--- src/sweep_pkg.sv ---
// Shared constants and carrier types of the frequency sweep engine.
package sweep_pkg;

    // ------------------------------------------------------------------
    // Register offsets
    // ------------------------------------------------------------------
    localparam logic [5:0] OFS_PHASE_ONE   = 6'h00;
    localparam logic [5:0] OFS_PHASE_TWO   = 6'h02;
    localparam logic [5:0] OFS_BASE_TUNING = 6'h04;
    localparam logic [5:0] OFS_HIGH_TUNING = 6'h0a;
    localparam logic [5:0] OFS_STEP_DELTA  = 6'h10;
    localparam logic [5:0] OFS_UPDATE_CNT  = 6'h16;
    localparam logic [5:0] OFS_STEP_RATE   = 6'h1a;
    localparam logic [5:0] OFS_CONTROL     = 6'h1f;
    localparam logic [5:0] OFS_AMPL_CTRL   = 6'h20;
    localparam logic [5:0] OFS_AMPL_MULT   = 6'h21;
    localparam logic [5:0] OFS_AMPL_RATE   = 6'h25;
    localparam logic [5:0] OFS_LAST        = 6'h27;

    // ------------------------------------------------------------------
    // Control byte fields at 1f and 20
    // ------------------------------------------------------------------
    localparam int BIT_PHASE_CLEAR   = 7;
    localparam int BIT_SWEEP_CLEAR   = 6;
    localparam int BIT_TRIANGLE      = 5;
    localparam int BIT_MODE_LSB      = 1;
    localparam int BIT_INT_UPDATE    = 0;
    localparam int BIT_AMPL_KEY_EN   = 5;
    localparam int BIT_AMPL_AUTO     = 4;

    // ------------------------------------------------------------------
    // Reset values and timing
    // ------------------------------------------------------------------
    localparam logic [7:0]  RST_CONTROL     = 8'h01;
    localparam logic [7:0]  RST_AMPL_CTRL   = 8'h20;
    localparam logic [31:0] RST_UPDATE_CNT  = 32'h0000_0040;
    localparam logic [7:0]  RST_AMPL_RATE   = 8'h80;
    localparam int          CLK_PERIOD_NS   = 100;
    localparam int          UPD_PULSE_CYC   = 10;
    localparam int          PHASE_STEPS     = 16384;
    localparam logic [11:0] AMPL_FULL       = 12'hfff;

    typedef enum logic [2:0] {
        MODE_SINGLE,
        MODE_KEYING,
        MODE_RAMPED,
        MODE_CHIRP,
        MODE_PHASE_KEY
    } mode_t;

    // Programming register image, buffered and active copies.
    typedef struct packed {
        logic [13:0] phase_one;
        logic [13:0] phase_two;
        logic [47:0] low_tuning_word;
        logic [47:0] high_tuning_word;
        logic [47:0] step_delta_word;
        logic [31:0] update_count;
        logic [19:0] step_rate_count;
        logic [7:0]  control;
        logic [7:0]  ampl_ctrl;
        logic [11:0] ampl_mult;
        logic [7:0]  ampl_rate;
    } regs_t;

    // Host write strobe with its byte.
    typedef struct packed {
        logic       wr;
        logic [5:0] addr;
        logic [7:0] data;
    } host_wr_t;

endpackage : sweep_pkg
--- src/down_counter.sv ---
// Reloading down-counter that emits one pulse each time it reaches zero.
`timescale 1ns/1ps
`default_nettype none
module down_counter
    import sweep_pkg::*;
#(
    parameter int W = 20
) (
    input  wire logic         clk,
    input  wire logic         rst,
    input  wire logic         run,
    input  wire logic [W-1:0] load_value,
    output logic              tick
);
    typedef struct packed {
        logic [W-1:0] count;
        logic         tick;
    } cnt_state_t;

    cnt_state_t st;
    cnt_state_t next_st;

    always_comb begin
        next_st      = st;
        next_st.tick = 1'b0;
        if (run) begin
            if (st.count == '0) begin
                next_st.tick  = 1'b1;
                next_st.count = load_value;
            end else begin
                next_st.count = st.count - 1'b1;
            end
        end
    end

    always_ff @(posedge clk) begin
        if (rst) begin
            st <= '0;
        end else begin
            st <= next_st;
        end
    end

    assign tick = st.tick;
endmodule : down_counter
`default_nettype wire

--- src/sweep_engine.sv ---
// Frequency sweep engine: ramped keying, triangle sweep, chirp and update clock.
// How it works
// - Phase offset LSB is 360/16384 degrees.
// - Step-rate counter counts down, pulses at zero.
// - Each step pulse clocks frequency accumulator.
// - End dwell lasts while keying pin holds.
// - Step pulse adds delta word to accumulator.
// - Accumulated delta offsets selected tuning word.
// - Ramped keying stops counter at destination.
// - Triangle bit sweeps low-high-low continuously.
// - Delta and rate changes apply mid-ramp.
// - Sweep clear zeroes accumulator one clock.
// - Held sweep clear zeroes on each update.
// - Phase clear holds phase accumulator at zero.
// - Phase clear zeroes sweep; resume at base.
// - Chirp halts on hold pin or zero delta.
// - Internal update counter moves buffered writes.
// - Internal update drives strobe pin ten cycles.
// - Chirp keeps no destination; host times it.
// - Amplitude bits pick direct or auto shaping.
// - Three-bit mode field selects operation.
// - Writes buffered until an update event.
`timescale 1ns/1ps
`default_nettype none
module sweep_engine
    import sweep_pkg::*;
(
    input  wire logic        clk,
    input  wire logic        rst,
    input  wire host_wr_t    host_wr,
    input  wire logic        ext_update,
    input  wire logic        keying_hold_pin,
    output logic             update_strobe_pin,
    output logic [47:0]      tuning_out,
    output logic [47:0]      phase_acc,
    output logic [13:0]      phase_offset,
    output logic [11:0]      amplitude,
    output logic [2:0]       mode_out
);
    // ------------------------------------------------------------------
    // State
    // ------------------------------------------------------------------
    typedef struct packed {
        regs_t       buf_regs;
        regs_t       act;
        logic [47:0] sweep_acc;
        logic [47:0] tuning;
        logic [47:0] phase;
        logic [31:0] upd_count;
        logic [3:0]  strobe_cnt;
        logic        strobe;
        logic        going_down;
        logic        sweep_clear_pend;
        logic [11:0] ampl_level;
        logic [11:0] ampl_out;
        logic [13:0] phase_off;
    } eng_state_t;

    eng_state_t st;
    eng_state_t next_st;

    logic        rate_run;
    logic        rate_tick;
    logic        ampl_tick;
    logic        update_evt;
    logic        upd_tick;
    logic [47:0] sum_low;
    logic [47:0] sum_high;
    logic [47:0] target;
    logic        at_dest;
    mode_t       mode;
    logic        triangle;
    logic        sweep_clear_bit;
    logic        phase_clear_bit;
    logic        int_update;
    logic        amplitude_keying_enable;
    logic        amplitude_auto_shape_bit;

    assign mode                     = mode_t'(st.act.control[BIT_MODE_LSB +: 3]);
    assign triangle                 = st.act.control[BIT_TRIANGLE];
    assign sweep_clear_bit          = st.act.control[BIT_SWEEP_CLEAR];
    assign phase_clear_bit          = st.act.control[BIT_PHASE_CLEAR];
    assign int_update               = st.act.control[BIT_INT_UPDATE];
    assign amplitude_keying_enable  = st.act.ampl_ctrl[BIT_AMPL_KEY_EN];
    assign amplitude_auto_shape_bit = st.act.ampl_ctrl[BIT_AMPL_AUTO];

    // ------------------------------------------------------------------
    // Sweep datapath
    // ------------------------------------------------------------------
    // tuning word sum
    assign sum_low  = st.act.low_tuning_word + st.sweep_acc;
    assign sum_high = st.act.high_tuning_word - st.sweep_acc;
    assign target   = keying_hold_pin ? st.act.high_tuning_word : st.act.low_tuning_word;
    assign at_dest  = keying_hold_pin ? (sum_low >= st.act.high_tuning_word)
                                      : (sum_high <= st.act.low_tuning_word);

    always_comb begin
        rate_run = 1'b0;
        case (mode)
            MODE_RAMPED: rate_run = triangle ? 1'b1 : !at_dest;
            MODE_CHIRP:  rate_run = !keying_hold_pin && (st.act.step_delta_word != '0);
            default:     rate_run = 1'b0;
        endcase
        if (phase_clear_bit) begin
            rate_run = 1'b0;
        end
    end

    down_counter #(.W(20)) u_step_rate (
        .clk        (clk),
        .rst        (rst),
        .run        (rate_run),
        .load_value (st.act.step_rate_count),
        .tick       (rate_tick)
    );

    down_counter #(.W(32)) u_update (
        .clk        (clk),
        .rst        (rst),
        .run        (int_update),
        .load_value (st.act.update_count),
        .tick       (upd_tick)
    );

    down_counter #(.W(8)) u_ampl_rate (
        .clk        (clk),
        .rst        (rst),
        .run        (amplitude_keying_enable && amplitude_auto_shape_bit),
        .load_value (st.act.ampl_rate),
        .tick       (ampl_tick)
    );

    assign update_evt = int_update ? upd_tick : ext_update;

    // ------------------------------------------------------------------
    // Next state
    // ------------------------------------------------------------------
    always_comb begin
        next_st = st;

        // Host byte writes into the port buffers.
        if (host_wr.wr) begin
            case (host_wr.addr)
                6'h00: next_st.buf_regs.phase_one[13:8]  = host_wr.data[5:0];
                6'h01: next_st.buf_regs.phase_one[7:0]   = host_wr.data;
                6'h02: next_st.buf_regs.phase_two[13:8]  = host_wr.data[5:0];
                6'h03: next_st.buf_regs.phase_two[7:0]   = host_wr.data;
                6'h1a: next_st.buf_regs.step_rate_count[19:16] = host_wr.data[3:0];
                6'h1b: next_st.buf_regs.step_rate_count[15:8]  = host_wr.data;
                6'h1c: next_st.buf_regs.step_rate_count[7:0]   = host_wr.data;
                6'h1f: next_st.buf_regs.control   = host_wr.data;
                6'h20: next_st.buf_regs.ampl_ctrl = host_wr.data;
                6'h21: next_st.buf_regs.ampl_mult[11:8] = host_wr.data[3:0];
                6'h22: next_st.buf_regs.ampl_mult[7:0]  = host_wr.data;
                6'h25: next_st.buf_regs.ampl_rate = host_wr.data;
                default: begin
                    if (host_wr.addr >= OFS_BASE_TUNING && host_wr.addr < OFS_HIGH_TUNING) begin
                        next_st.buf_regs.low_tuning_word[8*(5 - 3'(host_wr.addr - OFS_BASE_TUNING)) +: 8]
                            = host_wr.data;
                    end else if (host_wr.addr >= OFS_HIGH_TUNING && host_wr.addr < OFS_STEP_DELTA) begin
                        next_st.buf_regs.high_tuning_word[8*(5 - 3'(host_wr.addr - OFS_HIGH_TUNING)) +: 8]
                            = host_wr.data;
                    end else if (host_wr.addr >= OFS_STEP_DELTA && host_wr.addr < OFS_UPDATE_CNT) begin
                        next_st.buf_regs.step_delta_word[8*(5 - 3'(host_wr.addr - OFS_STEP_DELTA)) +: 8]
                            = host_wr.data;
                    end else if (host_wr.addr >= OFS_UPDATE_CNT && host_wr.addr < OFS_STEP_RATE) begin
                        next_st.buf_regs.update_count[8*(3 - 2'(host_wr.addr - OFS_UPDATE_CNT)) +: 8]
                            = host_wr.data;
                    end
                end
            endcase
        end

        // transfer on update, timed by counter or by the external update pin
        if (update_evt) begin
            next_st.act = st.buf_regs;
        end

        if (int_update && upd_tick) begin
            next_st.strobe_cnt = 4'(UPD_PULSE_CYC - 1);
            next_st.strobe     = 1'b1;
        end else if (st.strobe_cnt != '0) begin
            next_st.strobe_cnt = st.strobe_cnt - 1'b1;
        end else begin
            next_st.strobe = 1'b0;
        end

        if (rate_tick) begin
            next_st.sweep_acc = st.sweep_acc + st.act.step_delta_word;
        end

        if (mode == MODE_RAMPED && triangle) begin
            if (!st.going_down && sum_low >= st.act.high_tuning_word) begin
                next_st.going_down = 1'b1;
                next_st.sweep_acc  = '0;
            end else if (st.going_down && sum_high <= st.act.low_tuning_word) begin
                next_st.going_down = 1'b0;
                next_st.sweep_acc  = '0;
            end
        end else begin
            next_st.going_down = keying_hold_pin;
            // turn back from current frequency
            // The distance already ramped is mirrored so the output does not jump.
            if (mode == MODE_RAMPED && keying_hold_pin != st.going_down) begin
                if (keying_hold_pin ? (sum_high <= st.act.low_tuning_word)
                                    : (sum_low >= st.act.high_tuning_word)) begin
                    next_st.sweep_acc = '0;
                end else begin
                    next_st.sweep_acc = st.act.high_tuning_word - st.act.low_tuning_word
                                        - st.sweep_acc;
                end
            end
        end

        next_st.sweep_clear_pend = update_evt && st.buf_regs.control[BIT_SWEEP_CLEAR];
        if (st.sweep_clear_pend || (sweep_clear_bit && update_evt)) begin
            next_st.sweep_acc = '0;
        end

        // selected tuning word drives phase input
        case (mode)
            MODE_KEYING: next_st.tuning = target;
            MODE_RAMPED: begin
                if (triangle) begin
                    next_st.tuning = st.going_down ? sum_high : sum_low;
                end else if (keying_hold_pin != st.going_down) begin
                    next_st.tuning = st.tuning;
                end else if (at_dest) begin
                    next_st.tuning = target;
                end else begin
                    next_st.tuning = keying_hold_pin ? sum_low : sum_high;
                end
            end
            MODE_CHIRP:  next_st.tuning = sum_low;
            default:     next_st.tuning = st.act.low_tuning_word;
        endcase

        if (phase_clear_bit) begin
            next_st.phase     = '0;
            next_st.sweep_acc = '0;
            next_st.tuning    = '0;
        end else begin
            next_st.phase = st.phase + st.tuning;
        end

        next_st.phase_off = (mode == MODE_PHASE_KEY && keying_hold_pin)
                            ? st.act.phase_two : st.act.phase_one;

        if (!amplitude_keying_enable) begin
            next_st.ampl_out = AMPL_FULL;
        end else if (!amplitude_auto_shape_bit) begin
            next_st.ampl_out = st.act.ampl_mult;
        end else begin
            if (ampl_tick && st.ampl_level != st.act.ampl_mult) begin
                next_st.ampl_level = st.ampl_level + 1'b1;
            end
            next_st.ampl_out = st.ampl_level;
        end
    end

    // ------------------------------------------------------------------
    // Registers
    // ------------------------------------------------------------------
    always_ff @(posedge clk) begin
        if (rst) begin
            st                    <= '0;
            st.buf_regs.control   <= RST_CONTROL;
            st.act.control        <= RST_CONTROL;
            st.buf_regs.ampl_ctrl <= RST_AMPL_CTRL;
            st.act.ampl_ctrl      <= RST_AMPL_CTRL;
            st.buf_regs.update_count <= RST_UPDATE_CNT;
            st.act.update_count   <= RST_UPDATE_CNT;
            st.buf_regs.ampl_rate <= RST_AMPL_RATE;
            st.act.ampl_rate      <= RST_AMPL_RATE;
        end else begin
            st <= next_st;
        end
    end

    assign update_strobe_pin = st.strobe;
    assign tuning_out        = st.tuning;
    assign phase_acc         = st.phase;
    assign phase_offset      = st.phase_off;
    assign amplitude         = st.ampl_out;
    assign mode_out          = st.act.control[BIT_MODE_LSB +: 3];

    // ------------------------------------------------------------------
    // Checks
    // ------------------------------------------------------------------
    property p_phase_clear;
        @(posedge clk) disable iff (rst) phase_clear_bit |=> (phase_acc == '0);
    endproperty
    a_phase_clear: assert property (p_phase_clear) else $error("phase not held at zero");

    property p_sweep_zero;
        @(posedge clk) disable iff (rst) phase_clear_bit |=> (st.sweep_acc == '0);
    endproperty
    a_sweep_zero: assert property (p_sweep_zero) else $error("sweep not zeroed");

    property p_strobe_len;
        @(posedge clk) disable iff (rst)
            (int_update && upd_tick) |=> update_strobe_pin [*5] ##1 update_strobe_pin [*5];
    endproperty
    a_strobe_len: assert property (p_strobe_len) else $error("strobe shorter than ten");

    property p_chirp_hold;
        @(posedge clk) disable iff (rst)
            (mode == MODE_CHIRP && keying_hold_pin && !phase_clear_bit) |=> !rate_tick;
    endproperty
    a_chirp_hold: assert property (p_chirp_hold) else $error("chirp ran while held");

    property p_step_add;
        @(posedge clk) disable iff (rst)
            (rate_tick && !phase_clear_bit && !update_evt && !st.sweep_clear_pend
             && !(mode == MODE_RAMPED && triangle)
             && !(mode == MODE_RAMPED && keying_hold_pin != st.going_down))
            |=> (st.sweep_acc == $past(st.sweep_acc) + $past(st.act.step_delta_word));
    endproperty
    a_step_add: assert property (p_step_add) else $error("delta not added");

    property p_dest_stop;
        @(posedge clk) disable iff (rst)
            (mode == MODE_RAMPED && !triangle && at_dest) |=> !rate_tick;
    endproperty
    a_dest_stop: assert property (p_dest_stop) else $error("counter ran at destination");

    property p_buffered;
        @(posedge clk) disable iff (rst) (!update_evt) |=> (st.act == $past(st.act));
    endproperty
    a_buffered: assert property (p_buffered) else $error("active changed without update");

    property p_clear_pulse;
        @(posedge clk) disable iff (rst) st.sweep_clear_pend |=> (st.sweep_acc == '0);
    endproperty
    a_clear_pulse: assert property (p_clear_pulse) else $error("sweep clear missed");

    c_ramp_tick:  cover property (@(posedge clk) mode == MODE_RAMPED && rate_tick);
    c_chirp_step: cover property (@(posedge clk) mode == MODE_CHIRP && rate_tick);
    c_strobe:     cover property (@(posedge clk) $rose(update_strobe_pin));
    c_triangle:   cover property (@(posedge clk) triangle && $rose(st.going_down));
endmodule : sweep_engine
`default_nettype wire

--- config.mk ---
export PLATFORM = sky130hd
export DESIGN_NAME = sweep_engine
export DESIGN_NICKNAME = d
export VERILOG_FILES = /design/src/sweep_pkg.sv /design/src/down_counter.sv /design/src/sweep_engine.sv
export SDC_FILE = /design/constraint.sdc
export NUM_CORES = 2
export LEC_CHECK = 0
export BUFFER_PORTS_ARGS = -buffer_cell sky130_fd_sc_hd__buf_2
export CAP_MARGIN = 20
export CORE_AREA = 2 2 207 412
export DETAILED_ROUTE_END_ITERATION = 8
export DIE_AREA = 0 0 209 414
export GPL_TIMING_DRIVEN = 0
export PLACE_DENSITY = 0.76
export SYNTH_ARGS = -nofsm -noshare
export SYNTH_HDL_FRONTEND = slang
export SYNTH_SLANG_ARGS = --single-unit
--- constraint.sdc ---
create_clock -name clk -period 7.4 [get_ports clk]
set_input_delay 1.11 -clock clk [delete_from_list [all_inputs] [get_ports clk]]
set_output_delay 1.11 -clock clk [all_outputs]
set_load 0.02 [all_outputs]
==> flow_summary.ini <==
[finish]
number_of_nets_in_the_finished_design = 7090
post_route_cells_drive_above_1_share_pct = 8.59
most-common-layout-cells = sky130_fd_sc_hd__nand2_1 (908), sky130_fd_sc_hd__a21oi_1 (793), sky130_fd_sc_hd__dfxtp_1 (753)
areaGrowthSynthToFinish_pct = 11.1
final_common_cell = sky130_fd_sc_hd__nand2_1
final_util_pct = 65.8

[worst_setup_path]
timing.critical_path.arrival_ns = 7.94
worstSetupPathType = flip-flop to flip-flop
critical-path-slowest-cell = sky130_fd_sc_hd__nor4_4
crit_path_max_incr_delay_ns = 0.54
critical_path_peak_fanout = 10
critical_path.n_buffers_inverters = 4
r2r_cells = 26
r2r_slack_ns = 0.03
timing.critical_path.to_type = flip-flop
timing.critical_path.from_type = flip-flop
regToRegEndpoint = st[197]
worstPathRequired_ns = 7.97
r2r_start = st[176]
cpLargestDelayFamily = compound AO/OA/AOI/OAI gates

[power]
p_sw_share_pct = 30.0
total_switching_power_mw = 2.92
proportion_of_power_drawn_by_the_clock_network_pct = 41.9
design_power_total_mw = 9.75
leakagePower_nw = 22.7
power.internal_mw = 6.82
combPwrFrac_pct = 14.2
vdd_ir_drop_max_v = 0.000255
power.density_mw_per_mm2 = 177
power_frac_seq_pct = 43.9

[clock_network]
cts.sink_count = 758
post_cts_hold_buffer_count = 0
cts_tree = yes
clock_path_buffers = 3
cts-buffers-inserted = 70
clock_latency_ns = 0.71
cts_h_tree_depth = 3
cts.root.buffer_cell = sky130_fd_sc_hd__clkbuf_16
clk_transition_reported_paths_ns = 0.08

[placed_design]
io_buffer_count = 137
final_weighted_congestion_in_routability_driven_placement = 1.13
post-dp-hpwl_mm = 160

[yosys]
synth.mux.area_fraction_pct = 4.98
yosys.area_share.simple_pct = 19.4
synthesis.nets = 6834
yosys_warnings = 0
synth.ff_latch_count = 758
post_synth_arst_share_pct = 0
yosys.area_share.adder_pct = 12.6
synth_top_cell_area_share_pct = 30.7
synth_compound_area_share_pct = 21.4
post-synth-top-area-cell = sky130_fd_sc_hd__dfxtp_1
syn_avg_cell_area_sq_um = 7.79
synth_ff_type = sky130_fd_sc_hd__dfxtp_1
yosys.area_share.xor_xnor_pct = 4.27
sequential_fraction_of_the_synthesis_area_pct = 30.7
post_synth_instance_area_sq_mm = 0.0495
largest_family_of_logic_cells_by_synthesized_area = compound AO/OA/AOI/OAI gates
yosysUniqueCellTypes = 105
yosys-top-cells-area = sky130_fd_sc_hd__dfxtp_1 (31%), sky130_fd_sc_hd__ha_1 (10%), sky130_fd_sc_hd__a21oi_1 (8.1%), sky130_fd_sc_hd__nand2_1 (6.9%), sky130_fd_sc_hd__mux2i_1 (4.8%)
synth_enable_flop_cells = 0
synth_cells = 6349

[run_status]
outcome = finished, violations left
failed_checks = design-rule violations

[sta]
final-hold-violation-count = 0
timing.final.crit_share_pct = 99.6
slew_headroom_pct = 12.5
finalCriticalPeriod_ns = 7.37
timing.fmax_mhz = 136
timing.clock.skew_ns = 0.0525
setup_viol = 0
worstMarginPinSlew_ns = 1.31
maxSlewViolCount = 0

[floorplanning]
die_y_microns = 414
floorplan.die_area_sq_mm = 0.0865
core_area_sq_mm = 0.0835
floorplan.io_pins = 145
starting_density_of_the_core_pct = 59.2
floorplan.rows = 150
chipWidth_microns = 209

[routing]
drtAntennaViolNets = 0
first_pass_iters = 9
drc = 1
detail_route.vias_per_cell = 6.40
drt-total-wl_mm = 205
route.vias.total = 49504
drtIter0Drc = 4333
detail_route.wl_per_cell_microns = 26.6

[global_routing]
initial_antenna_violation_count = 14
global_route_wire_length_before_repair_mm = 302
grt.total_usage_pct = 47.0
grt_max_degree = 18
first_global_vias = 49348
global_route.overflow_total = 0

[run]
max-cap-violations = 0

[min_path]
min_from = st[583]
hold_path.class = flip-flop to flip-flop
hold_path_end = st[323]
hold_path_depth = 2
## worst register-to-register path, delay by kind of cell, from the launching register on
kind | cells | cell delay [ns]
flip-flops | 1 | 0.41
XOR/XNOR | 1 | 0.14
buffers and inverters | 4 | 0.95
AO/OA/AOI/OAI | 11 | 2.75
AND/OR/NAND/NOR | 8 | 2.29
adder cells (fa/ha/maj) | 2 | 0.66
## per-stage QoR
stage / setup TNS [ns] / instance area [sq um] / hold WS [ns] / setup slack [ns] / instances
global placement: -205.77 / 51500 / 0.440 / -2.57 / 7550
detailed placement: -220.10 / 51700 / 0.442 / -2.67 / 7566
global route: -4.68 / 54900 / 0.466 / -0.190 / 7725
finish: 0 / 55000 / 0.444 / 0.0265 / 7733
floorplan: 0 / 49500 / 0.429 / 1.80 / 6349
CTS: 0 / 54400 / 0.443 / 0.0225 / 7694
## how the worst max path moves through the flow
stage / start / endpoint / slack, ns / cells past startpoint
after global placement: st[405] / tuning_out[13] / -2.57 / 28
after global routing: st[176] / st[195] / -0.19 / 27
after detailed placement: st[405] / tuning_out[13] / -2.67 / 28
final: st[176] / st[197] / 0.03 / 26
after floorplan: st[173] / st[207] / 1.80 / 29
after CTS: st[174] / tuning_out[35] / 0.02 / 26
## synth_stat cells, drive strengths merged (10+ instances only)
| library cell | number |
|---|---|
| nand2 | 908 |
| a21oi | 797 |
| dfxtp | 758 |
| nor2 | 596 |
| ha | 411 |
| clkbuf | 309 |
| o21ai | 306 |
| inv | 266 |
| mux2i | 235 |
| nor3 | 170 |
| buf | 160 |
| xnor2 | 134 |
| a21o | 123 |
| nand3 | 121 |
| xor2 | 107 |
| nand4 | 65 |
| fa | 55 |
| nand2b | 52 |
| and3 | 51 |
| a221oi | 48 |
| a211oi | 46 |
| nor2b | 41 |
| a31oi | 40 |
| o22ai | 40 |
| a22oi | 37 |
| nor4 | 37 |
| o211ai | 32 |
| o21bai | 32 |
| o21a | 28 |
| o221ai | 28 |
| and2 | 26 |
| o31ai | 26 |
| or3 | 26 |
| a221o | 17 |
| a211o | 15 |
| or2 | 14 |
| a2111oi | 13 |
| and4 | 13 |
| a21boi | 12 |
| o32ai | 12 |
| nor3b | 11 |
| a222oi | 10 |
## metal layers
| metal | vias to the layer above | share of wire (%) | track usage (%) |
|---|---|---|---|
| met1 | 23242 | 31 | 41.8 |
| met5 | - | 0.026 | 0 |
| met2 | 2393 | 48 | 80.1 |
| met3 | 1139 | 7.0 | 11.9 |
| li1 | 22724 | - | - |
| met4 | 6 | 15 | 55.3 |
## power by group through the flow
stage / logic [mW] / registers [mW] / clock network, mW
floorplan: 0.879 / 4.34 / 0
global placement: 1.27 / 4.36 / 0
global route: 1.47 / 4.28 / 4.23
finish: 1.38 / 4.28 / 4.09
CTS: 1.32 / 4.27 / 4.07
detailed placement: 1.31 / 4.36 / 0
## logic make-up (layout without fill, tap and decap cells)
group	count (synthesis)	in the layout
AO/OA/AOI/OAI	1732	1732
XOR/XNOR	241	241
adder cells (fa/ha/maj)	466	466
buffers and inverters	738	1050
flip-flops	758	758
multiplexers	244	244
other	0	8
AND/OR/NAND/NOR	2170	2170
## cell type report
cell class	count	area, sq um
Clock inverter	39	577
Fill cell	7330	28600
Clock buffer	89	1970
Antenna cell	8	20.0
Multi-Input combinational cell	4853	31400
Sequential cell	758	15200
Timing Repair Buffer	187	1220
Inverter	269	1010
Tap cell	1064	1330
Buffer	466	2270
## registers in the layout, indices dropped and copies added (netlist names)
signal,count
u_update.st,32
phase_offset,14
u_ampl_rate.tick,1
u_step_rate.st,20
u_step_rate.tick,1
amplitude,12
update_strobe_pin,1
amplitude_auto_shape_bit,1
int_update,1
phase_acc,48
st,565
u_ampl_rate.st,8
tuning_out,48
amplitude_keying_enable,1
mode_out,3
u_update.tick,1
phase_clear_bit,1
## repair_timing
action,CTS,global route
setup endpoints to repair,118,108
buffers inserted,3,10
resized for setup,36,41
pin swaps,7,11
No activity file was read; power rests on OpenSTA's default activity.
